[src/hw/pio_pkg.sv]
package pio_pkg;

  // ------------------------------------------------------------
  // register offsets on the wishbone side (byte addresses)
  // ------------------------------------------------------------
  localparam logic [4:0] OFS_STATUS = 5'h00; // status byte, bsy and drq
  localparam logic [4:0] OFS_CONFIG = 5'h04; // own logical device number
  localparam logic [4:0] OFS_DEVCTL = 5'h08; // device control, read only
  localparam logic [4:0] OFS_FEATURES = 5'h0C; // features, read only
  localparam logic [4:0] OFS_SECCNT = 5'h10; // sector count, read only
  localparam logic [4:0] OFS_DEVICE = 5'h14; // device register, read only
  localparam logic [4:0] OFS_DATA = 5'h18; // write: word for host, read: host word
  localparam logic [4:0] OFS_EVENTS = 5'h1C; // sticky events, write one to clear

  // ------------------------------------------------------------
  // field positions
  // ------------------------------------------------------------
  localparam int BSY_BIT = 7; // status busy
  localparam int DRQ_BIT = 3; // status data request
  localparam int DEV_BIT = 4; // device register select bit
  localparam int NIEN_BIT = 1; // device control interrupt disable
  localparam int SRST_BIT = 2; // device control software reset
  localparam int EV_DATA_W = 0; // host wrote a data word
  localparam int EV_DATA_R = 1; // host read a data word
  localparam int EV_HOST_ERR = 2; // discarded write while drq set

  // ------------------------------------------------------------
  // address lines on the host port
  // ------------------------------------------------------------
  localparam logic [2:0] DA_DATA = 3'h0;
  localparam logic [2:0] DA_FEATURES = 3'h1;
  localparam logic [2:0] DA_SECCNT = 3'h2;
  localparam logic [2:0] DA_DEVICE = 3'h6;
  localparam logic [2:0] DA_STATUS = 3'h7;
  localparam logic [2:0] DA_DEVCTL = 3'h6;

  // ------------------------------------------------------------
  // reset values
  // ------------------------------------------------------------
  localparam logic [7:0] RST_STATUS = 8'h00;
  localparam logic [7:0] RST_BYTE = 8'h00;
  localparam logic [15:0] RST_WORD = 16'h0000;
  localparam logic RST_OWN_DEV = 1'b0;

  // host pins, all active low strobes and selects
  typedef struct packed {
    logic cs0_n;
    logic cs1_n;
    logic [2:0] da;
    logic dior_n;
    logic diow_n;
    logic [15:0] dd;
  } pins_t;

  localparam pins_t PINS_IDLE = '{cs0_n: 1'b1, cs1_n: 1'b1, da: 3'h0,
                                  dior_n: 1'b1, diow_n: 1'b1, dd: 16'h0000};

  typedef enum logic [2:0] {
    ST_IDLE = 3'h1,
    ST_READ = 3'h2,
    ST_WRITE = 3'h4
  } fsm_t;

  typedef enum logic [3:0] {
    ACT_NONE = 4'h0,
    ACT_DEVCTL_W = 4'h1,
    ACT_STATUS_R = 4'h2,
    ACT_DATA_R = 4'h3,
    ACT_DATA_W = 4'h4,
    ACT_FEAT_W = 4'h5,
    ACT_SECCNT_W = 4'h6,
    ACT_DEVICE_W = 4'h7,
    ACT_REJECT = 4'h8,
    ACT_ZERO_R = 4'h9
  } act_t;

  // whole state of the decoder
  typedef struct packed {
    pins_t sync1;
    pins_t sync2;
    fsm_t fsm;
    act_t act;
    logic [15:0] wdata;
    logic [7:0] status;
    logic own_dev;
    logic [7:0] devctl;
    logic [7:0] features;
    logic [7:0] seccnt;
    logic [7:0] device;
    logic [15:0] data_out;
    logic [15:0] data_in;
    logic [2:0] events;
    logic [15:0] dd_out;
    logic dd_oe;
    logic ack;
    logic [31:0] rdata;
  } dev_state_t;

  localparam dev_state_t STATE_RST = '{
    sync1: PINS_IDLE, sync2: PINS_IDLE, fsm: ST_IDLE, act: ACT_NONE,
    wdata: RST_WORD, status: RST_STATUS, own_dev: RST_OWN_DEV,
    devctl: RST_BYTE, features: RST_BYTE, seccnt: RST_BYTE, device: RST_BYTE,
    data_out: RST_WORD, data_in: RST_WORD, events: 3'h0, dd_out: RST_WORD,
    dd_oe: 1'b0, ack: 1'b0, rdata: 32'h0000_0000};

endpackage

[src/hw/pio_decode.sv]
// The address map and the Wishbone interface to the registers were decided locally.
`timescale 1ns/1ps

// Summary of operation
// - selected only when dev bit matches own
// - control write loads device control, always
// - control read returns status, interrupt untouched
// - no chip select or unused control ignored
// - data address, bsy0 drq1: one word moves
// - command block access while busy is undefined
// - command write with drq set is discarded when selected; unselected takes it
// - status read when not busy returns status
module pio_decode (
  input wire logic sys_clk,
  input wire logic arst_n,
  input wire pio_pkg::pins_t host_i,
  output logic [15:0] dd_out,
  output logic dd_oe,
  output logic nien,
  output logic srst,
  input wire logic wb_cyc_i,
  input wire logic wb_stb_i,
  input wire logic wb_we_i,
  input wire logic [4:0] wb_adr_i,
  input wire logic [3:0] wb_sel_i,
  input wire logic [31:0] wb_dat_i,
  output logic [31:0] wb_dat_o,
  output logic wb_ack_o
);

  // ------------------------------------------------------------
  // state
  // ------------------------------------------------------------
  pio_pkg::dev_state_t s_q; // registered state
  pio_pkg::dev_state_t s_d; // next state
  pio_pkg::pins_t pin; // synchronised pins
  logic rd_on; // read strobe alone asserted
  logic wr_on; // write strobe alone asserted
  logic selected; // dev bit equals own number
  logic [2:0] ev_set; // events raised this cycle
  logic [2:0] ev_clr; // events cleared by software
  logic wb_wr; // wishbone write taking effect

  // pick the action for one strobe, taken once at its leading edge
  function automatic pio_pkg::act_t decode(input pio_pkg::pins_t p, input logic is_rd,
                                           input logic sel, input logic bsy,
                                           input logic drq);
    pio_pkg::act_t a;
    a = pio_pkg::ACT_NONE;
    if (p.cs0_n && !p.cs1_n) begin
      // control block: only one address is used
      if (p.da == pio_pkg::DA_DEVCTL) begin
        if (!is_rd) begin
          a = pio_pkg::ACT_DEVCTL_W;
        end else if (sel) begin
          a = pio_pkg::ACT_STATUS_R;
        end
      end
    end else if (!p.cs0_n && p.cs1_n) begin
      if (bsy) begin
        // outcome undefined; ignoring is the safest choice
        a = pio_pkg::ACT_NONE;
      end else if (!sel) begin
        // unselected: reads are left to the other device
        if (!is_rd) begin
          unique case (p.da)
            pio_pkg::DA_FEATURES: a = pio_pkg::ACT_FEAT_W;
            pio_pkg::DA_SECCNT: a = pio_pkg::ACT_SECCNT_W;
            pio_pkg::DA_DEVICE: a = pio_pkg::ACT_DEVICE_W;
            default: a = pio_pkg::ACT_NONE;
          endcase
        end
      end else if (drq) begin
        if (p.da == pio_pkg::DA_DATA) begin
          a = is_rd ? pio_pkg::ACT_DATA_R : pio_pkg::ACT_DATA_W;
        end else if (!is_rd) begin
          a = pio_pkg::ACT_REJECT;
        end else begin
          a = (p.da == pio_pkg::DA_STATUS) ? pio_pkg::ACT_STATUS_R : pio_pkg::ACT_ZERO_R;
        end
      end else if (is_rd) begin
        // not busy: status read returns live status
        a = (p.da == pio_pkg::DA_STATUS) ? pio_pkg::ACT_STATUS_R : pio_pkg::ACT_ZERO_R;
      end else begin
        unique case (p.da)
          pio_pkg::DA_FEATURES: a = pio_pkg::ACT_FEAT_W;
          pio_pkg::DA_SECCNT: a = pio_pkg::ACT_SECCNT_W;
          pio_pkg::DA_DEVICE: a = pio_pkg::ACT_DEVICE_W;
          default: a = pio_pkg::ACT_NONE; // other registers not handled here
        endcase
      end
    end
    return a;
  endfunction

  // ------------------------------------------------------------
  // next-state logic
  // ------------------------------------------------------------
  always_comb begin
    s_d = s_q;
    // two-stage synchroniser; only sync2 is looked at
    s_d.sync1 = host_i;
    s_d.sync2 = s_q.sync1;
    pin = s_q.sync2;
    rd_on = !pin.dior_n && pin.diow_n;
    wr_on = !pin.diow_n && pin.dior_n;
    selected = (s_q.device[pio_pkg::DEV_BIT] == s_q.own_dev);
    ev_set = 3'h0;
    ev_clr = 3'h0;
    wb_wr = wb_cyc_i && wb_stb_i && wb_we_i && s_q.ack;

    // host strobe sequencer
    unique case (s_q.fsm)
      pio_pkg::ST_IDLE: begin
        // both strobes low at once is treated as no strobe
        if (rd_on || wr_on) begin
          s_d.act = decode(pin, rd_on, selected, s_q.status[pio_pkg::BSY_BIT],
                           s_q.status[pio_pkg::DRQ_BIT]);
          s_d.fsm = rd_on ? pio_pkg::ST_READ : pio_pkg::ST_WRITE;
          s_d.wdata = pin.dd;
        end
      end
      pio_pkg::ST_READ: begin
        if (pin.dior_n) begin
          // trailing edge ends the cycle and the drive
          s_d.fsm = pio_pkg::ST_IDLE;
          s_d.dd_oe = 1'b0;
          if (s_q.act == pio_pkg::ACT_DATA_R) begin
            ev_set[pio_pkg::EV_DATA_R] = 1'b1;
          end
        end else begin
          s_d.dd_oe = (s_q.act != pio_pkg::ACT_NONE);
          unique case (s_q.act)
            pio_pkg::ACT_STATUS_R: s_d.dd_out = {8'h00, s_q.status};
            pio_pkg::ACT_DATA_R: s_d.dd_out = s_q.data_out;
            default: s_d.dd_out = 16'h0000;
          endcase
        end
      end
      pio_pkg::ST_WRITE: begin
        if (pin.diow_n) begin
          // data is taken as last seen before the trailing edge
          s_d.fsm = pio_pkg::ST_IDLE;
          unique case (s_q.act)
            pio_pkg::ACT_DEVCTL_W: s_d.devctl = s_q.wdata[7:0];
            pio_pkg::ACT_FEAT_W: s_d.features = s_q.wdata[7:0];
            pio_pkg::ACT_SECCNT_W: s_d.seccnt = s_q.wdata[7:0];
            pio_pkg::ACT_DEVICE_W: s_d.device = s_q.wdata[7:0];
            pio_pkg::ACT_DATA_W: begin
              s_d.data_in = s_q.wdata;
              ev_set[pio_pkg::EV_DATA_W] = 1'b1;
            end
            pio_pkg::ACT_REJECT: ev_set[pio_pkg::EV_HOST_ERR] = 1'b1;
            default: s_d.act = pio_pkg::ACT_NONE;
          endcase
        end else begin
          s_d.wdata = pin.dd;
        end
      end
    endcase

    // wishbone slave: ack one cycle after the request, dropped next
    s_d.ack = wb_cyc_i && wb_stb_i && !s_q.ack;
    unique case (wb_adr_i)
      pio_pkg::OFS_STATUS: s_d.rdata = {24'h000000, s_q.status};
      pio_pkg::OFS_CONFIG: s_d.rdata = {31'h0, s_q.own_dev};
      pio_pkg::OFS_DEVCTL: s_d.rdata = {24'h000000, s_q.devctl};
      pio_pkg::OFS_FEATURES: s_d.rdata = {24'h000000, s_q.features};
      pio_pkg::OFS_SECCNT: s_d.rdata = {24'h000000, s_q.seccnt};
      pio_pkg::OFS_DEVICE: s_d.rdata = {24'h000000, s_q.device};
      pio_pkg::OFS_DATA: s_d.rdata = {16'h0000, s_q.data_in};
      pio_pkg::OFS_EVENTS: s_d.rdata = {29'h0, s_q.events};
      default: s_d.rdata = 32'h0000_0000; // unmapped reads zero, still acked
    endcase
    // writes land at the edge where the master sees ack
    if (wb_wr && wb_sel_i[0]) begin
      unique case (wb_adr_i)
        pio_pkg::OFS_STATUS: s_d.status = wb_dat_i[7:0];
        pio_pkg::OFS_CONFIG: s_d.own_dev = wb_dat_i[0];
        pio_pkg::OFS_DATA: s_d.data_out[7:0] = wb_dat_i[7:0];
        pio_pkg::OFS_EVENTS: ev_clr = wb_dat_i[2:0];
        default: ev_clr = 3'h0;
      endcase
    end
    if (wb_wr && wb_sel_i[1] && wb_adr_i == pio_pkg::OFS_DATA) begin
      s_d.data_out[15:8] = wb_dat_i[15:8];
    end
    // a new event beats a clear in the same cycle
    s_d.events = (s_q.events & ~ev_clr) | ev_set;
  end

  // ------------------------------------------------------------
  // state register
  // ------------------------------------------------------------
  always_ff @(posedge sys_clk or negedge arst_n) begin
    if (!arst_n) begin
      s_q <= pio_pkg::STATE_RST;
    end else begin
      s_q <= s_d;
    end
  end

  // outputs straight from the state register
  assign dd_out = s_q.dd_out;
  assign dd_oe = s_q.dd_oe;
  assign nien = s_q.devctl[pio_pkg::NIEN_BIT];
  assign srst = s_q.devctl[pio_pkg::SRST_BIT];
  assign wb_dat_o = s_q.rdata;
  assign wb_ack_o = s_q.ack;

  logic wr_done; // write strobe trailing edge seen
  assign wr_done = (s_q.fsm == pio_pkg::ST_WRITE) && s_q.sync2.diow_n;
endmodule

[config.mk]
export PLATFORM = sky130hd
export DESIGN_NAME = pio_decode
export DESIGN_NICKNAME = d
export VERILOG_FILES = /design/src/hw/pio_pkg.sv /design/src/hw/pio_decode.sv
export SDC_FILE = /design/constraint.sdc
export NUM_CORES = 1
export LEC_CHECK = 0
export BUFFER_PORTS_ARGS = -buffer_cell sky130_fd_sc_hd__buf_4
export CORE_ASPECT_RATIO = 1.2
export CORE_UTILIZATION = 60
export DETAILED_ROUTE_END_ITERATION = 8
export PLACE_DENSITY_LB_ADDON = 0.3
export RECOVER_POWER = 50
export SLEW_MARGIN = 10
export SYNTH_ARGS = -nofsm -noshare
export SYNTH_HDL_FRONTEND = slang
export SYNTH_SLANG_ARGS = --single-unit
[constraint.sdc]
create_clock -name sys_clk -period 4.9 [get_ports sys_clk]
set_clock_uncertainty 0.1 [all_clocks]
set_input_delay 0.98 -clock sys_clk [delete_from_list [all_inputs] [get_ports sys_clk]]
set_output_delay 0.98 -clock sys_clk [all_outputs]
set_load 0.02 [all_outputs]
Word-level counts from Yosys, hierarchy flattened
Index checks and enable logic that the tools add are counted.

Add/subtract/negate cells: 0. Multiply operators: 0. Div/mod/pow operators: 0. Order comparisons: 0. Eq/ne operators: 28. Shifts and indexed selects: 0. Muxes and demuxes: 37. Bitwise gates (word level): 4. Reductions and logical operators: 34.

Operators by type and width (number): 16-bit case mux with 8 select lines (1); 4-bit 2-to-1 mux (11); 20-bit case mux with 2 select lines (1); 16-bit case mux with 2 select lines (1); 23-bit 2-to-1 mux (1); 3-bit AND reduction (7); 5-bit equality test, second input constant (4); 3-bit case mux with 3 select lines (2); 4-bit by 3-bit equality test with 1-bit output, second input constant (4); 16-bit 2-to-1 mux (1); 3-bit 2-to-1 mux (5); 1-bit logical AND (11); 5-bit by 4-bit equality test with 1-bit output, second input constant (2); 1-bit 2-to-1 mux (10); 2-bit != test, second input constant (5); 3-bit equality test, second input constant (3); 4-bit by 2-bit equality test with 1-bit output, second input constant (2); 2-bit AND reduction (4); 7-bit 2-to-1 mux (1); 3-bit by 1-bit equality test with 1-bit output, second input constant (2); 3-bit by 2-bit equality test with 1-bit output, second input constant (2); 2-bit 2-to-1 mux (3); 6-bit OR reduction (1); 5-bit by 3-bit equality test with 1-bit output, second input constant (1); other kinds (14) (18).

Flip-flop bits (word level): 195. Bits in latches: 0. RAM bits: 0. ROM bits: 0. Input bits: 69. Output and inout port bits: 52. Logic and storage cells: 132. Memories kept: 0.

Logic depth before layout (Yosys ltp)
Depth after elaboration: 11. Depth in mapped cells: 8. Gate-level depth less buffers: 7.

Worst setup path after synthesis
OpenSTA, ideal clock, no wires.

Kind: input port to flip-flop. Start point: in wb_adr_i[3]. End point: reg s_q[118] (netlist name). Setup time: 125 ps. Data arrival time: 2172 ps. Data required time: 4675 ps. Slack: 2503 ps. Cell stages on the path: 5. Path buffers: 2. Path through: buf_4 nor4b_4 and2_1 buf_2 mux2_2.

Cells in the longest elaborated chain, start to end: 2.

RTL lines: start, declared (RTL line pio_decode.sv:24) `input wire logic [4:0] wb_adr_i,`; 5-bit zero test (RTL line pio_decode.sv:177) `unique case (wb_adr_i)`; 2-bit AND reduction (no line); end signal, assigned (RTL line pio_decode.sv:197) `s_q <= pio_pkg::STATE_RST;`; end, declared (RTL line pio_decode.sv:34) `pio_pkg::dev_state_t s_q;`.

Every way passes these cells. A chain may end at the register's enable or synchronous reset.

==> metrics.md <==
| Metric | Value |
|---|---|
| Total power | 4.03 mW |
| Crit-path cells | clkbuf_2, buf_4 |
| Setup TNS | 0 ns |
| Vias/cell | between 5 and 6 |
| Sw Share | between 20% and 30% |
| GP Congestion | 0.819 |
| Combinational Power Share | between 10% and 20% |
| Required time of the critical path | 5.36 ns |
| Crit-path leading delay family | buffers and inverters |
| Area fraction in compound gates after synthesis | 6.92% |
| Hold-fix buffers, CTS | 0 |
| Yosys cell types | 56 |
| Lkg Pwr | 4.05 nW |
| CP max stage delay | 1.87 ns |
| Slew HR | -86.0% |
| Slowest-stage cell, CP | clkbuf_2 |
| Register share of total power | about 49% |
| Worst setup EP type | async pin |
| RSZ-0062 raised after global routing | false |
| Global route overflow | 0 |
| Final setup fails | 0 |
| Hold Crit Class | reg -> reg |
| Post-Synth Adder-Cell Area | less than 1% |
| Antenna-violating nets left | 0 |
| R2r setup slk | ~2.2 ns |
| CTS tree | yes |
| DIE WIDTH | just over 100 um |
| Post-Syn Area per Cell | roughly 14 um2 |
| Core area | between 10,000 and 15,000 um2 |
| # DRC | 0 |
| Critical path class | in -> async |
| Post-Synth XOR/XNOR Area | less than 1% |
| Total CTS buffers | 17 |
| # rows | 43 |
| Simple-gate share of the synthesized area | 10.1% |
| Starting Density | between 60% and 70% |
| Outcome | finished, violations left |
| Post-CTS resize count | 0 |
| Internal Power | 2.85 mW |
| R2R Path Start | pin[17] |
| Net count, final | ~670 |
| Worst skew pair latency | 0.43 ns |
| I/O pin cnt | ~120 |
| Depth of the most critical reg-to-reg path | 5 |
| Hold Path Depth | 0 |
| Crit path launch type | primary input |
| WP buf/inv | 2 |
| Vias in the first global route | roughly 4,500 |
| Post-DP HPWL | 9010 um |
| First-pass GRT wire length | approximately 22,000 um |
| Share of the yosys chip area belonging to registers | between 60% and 70% |
| CP Depth | 2 |
| Yosys Warn Count | 0 |
| GRT Resource Usage Total | 23.7% |
| Layout cells sized above 1 | 38.4% |
| Buffer count from post-CTS setup fixing | 0 |
| Least-Margin Pin Slew | roughly 2.8 ns |
| Fill cell count | between 800 and 900 |
| Largest net degree at the start of global routing | approximately 120 |
| Port bufs | 86 |
| Post-Synthesis Cell Area | 7320 um2 |
| Final Hold Fails | 0 |
| Max_cap viols | 1 |
| Die Ht | approximately 120 um |
| Initial antenna violation count | 0 |
| Synth Instances | 538 |
| Max Clk Rate | between 0.3 and 0.4 GHz |
| DRT Pass-1 Iters | 5 |
| Max IR drop VDD | 0.000322 V |
| CP arrival | roughly 3.7 ns |
| Net switching power | around 1.2 mW |
| Post-synthesis register bit count | 179 |
| Drt total wl | around 14,000 um |
| Routed vias | 4,300 |
| Mux contribution to synthesized area | between 10% and 20% |
| Violated checks | max-capacitance violations, max-slew violations |
| H-tree depth | 4 |
| DR WL/cell | ~18 um |
| Tmin final | between 3 and 4 ns |
| PwrDens | between 400 and 500 nW/um2 |
| Clock-pin slew on the worst setup and hold paths | 0.06 ns |
| Reg2Reg Capture Point | s_q[127] |
| Main combinational cell family by area after synthesis | multiplexers |
| DRT iter0 DRCs | between 200 and 250 |
| Root Buffer | clkbuf_16 |
| Syn-to-layout area delta | 14.1% |
| Clock sink count | 179 |
| Worst-path fanout max | roughly 120 |
| Die Area | about 13,000 um2 |
| Power share of the clock group | between 30% and 40% |
| Crit share post-route | 65.6% |
| Worst Hold Launch | s_d[167] |
| Pins over their slew limit | 119 |
| Inserted Diodes | 0 |
| Clock buffer depth | 2 |
| Min-Delay Endpoint | pin[18] |
worst max path at each step:
stage                    end  slack (ns)        start
CTS                 s_q[127]        2.28      pin[17]
finish               s_q[94]        1.69       arst_n
detailed placement   s_q[80]        1.96  wb_adr_i[1]
global route           dd_oe        1.15       arst_n
floorplan           s_q[118]        2.50  wb_adr_i[3]
global placement     s_q[82]        2.01  wb_adr_i[1]
layout by cell type (no fill, tap or decap), types with 8 or more instances in the layout:
master,Yosys,final
dfrtp_1,170,170
clkbuf_16,0,17
nand3_1,22,22
nand2_1,34,34
buf_4,50,62
a21oi_1,12,12
o21ai_0,13,13
clkbuf_4,0,24
nor2_1,21,21
dfstp_2,9,8
and2_1,10,10
mux2_4,19,19
conb_1,1,16
a22oi_1,29,29
mux2_2,69,69
registers in the layout, indices dropped and copies added (netlist names):
signal / cells
dd_oe: 1
dd_out: 16
nien: 1
pin: 23
s_d: 23
s_q: 97
srst: 1
wb_ack_o: 1
wb_dat_o: 16
logic make-up (layout without fill, tap and decap cells):
group / count (synthesis) / count (layout)
AOI/OAI and AO/OA: 71 / 71
xor gates and xnor gates: 2 / 2
adders and majority gates: 1 / 1
buffers and inverters: 66 / 125
DFF: 179 / 179
muxes: 89 / 89
other: 1 / 16
and+or+nand+nor: 129 / 129
per-layer routing:
metal	track usage (%)	vias up	share of wire, %
li1	-	1974	-
met5	0	-	0
met4	12.1	0	1.8
met2	39.0	116	51
met1	29.4	2188	42
met3	5.26	22	5.0
layout make-up:
class / count / area, um2 / area share [%]
clock inverters: 13 / 128 / 1.53
multi-input cells: 308 / 2410 / 28.9
clock buffers: 19 / 453 / 5.42
flip-flops and latches: 179 / 4490 / 53.8
inverters: 4 / 15.0 / 0.180
well taps: 157 / 196 / 2.35
repair buffers: 89 / 658 / 7.88
power groups by stage:
stage	Combinational [mW]	Clock (mW)	Sequential, mW
global route	0.829	1.39	2.01
detailed placement	0.762	0	1.99
CTS	0.767	1.32	1.97
finish	0.757	1.30	1.97
global placement	0.731	0	1.96
floorplan	0.650	0	1.91
per-stage QoR:
stage,hold slack [ns],util [%],setup WS [ns],instance area (um2),instances
CTS,0.251,71.3,2.28,8360,769
global route,0.255,71.2,1.15,8350,769
floorplan,0.231,-,2.50,7380,553
detailed placement,0.235,66.4,1.96,7780,737
finish,0.247,71.2,1.69,8350,769
global placement,0.231,66.4,2.01,7780,737
Yosys cell counts (all sizes together):
master	n	area, um2
a211oi	1	7.51
a21oi	13	76.3
a221oi	1	8.76
a222oi	3	30.0
a22o	1	8.76
a22oi	29	218
a311oi	1	8.76
a31oi	1	12.5
a32o	1	10.0
and2	11	68.8
and3	3	18.8
and4	1	8.76
buf	58	449
clkbuf	4	15.0
conb	1	3.75
dfrtp	170	4250
dfstp	9	236
ha	1	12.5
inv	4	15.0
mux2	88	1060
mux2i	1	10.0
nand2	37	151
nand2b	4	25.0
nand3	24	130
nand3b	4	33.8
nand4	3	18.8
nor2	22	90.1
nor2b	5	31.3
nor3	5	41.3
nor3b	4	41.3
nor4	1	12.5
nor4b	2	38.8
o211ai	1	7.51
o21ai	13	65.1
o21bai	1	7.51
o221a	2	22.5
o31ai	2	15.0
o41ai	1	8.76
or3	1	6.26
or3b	2	22.5
xnor2	2	17.5
(Power assumes the default switching activity.)
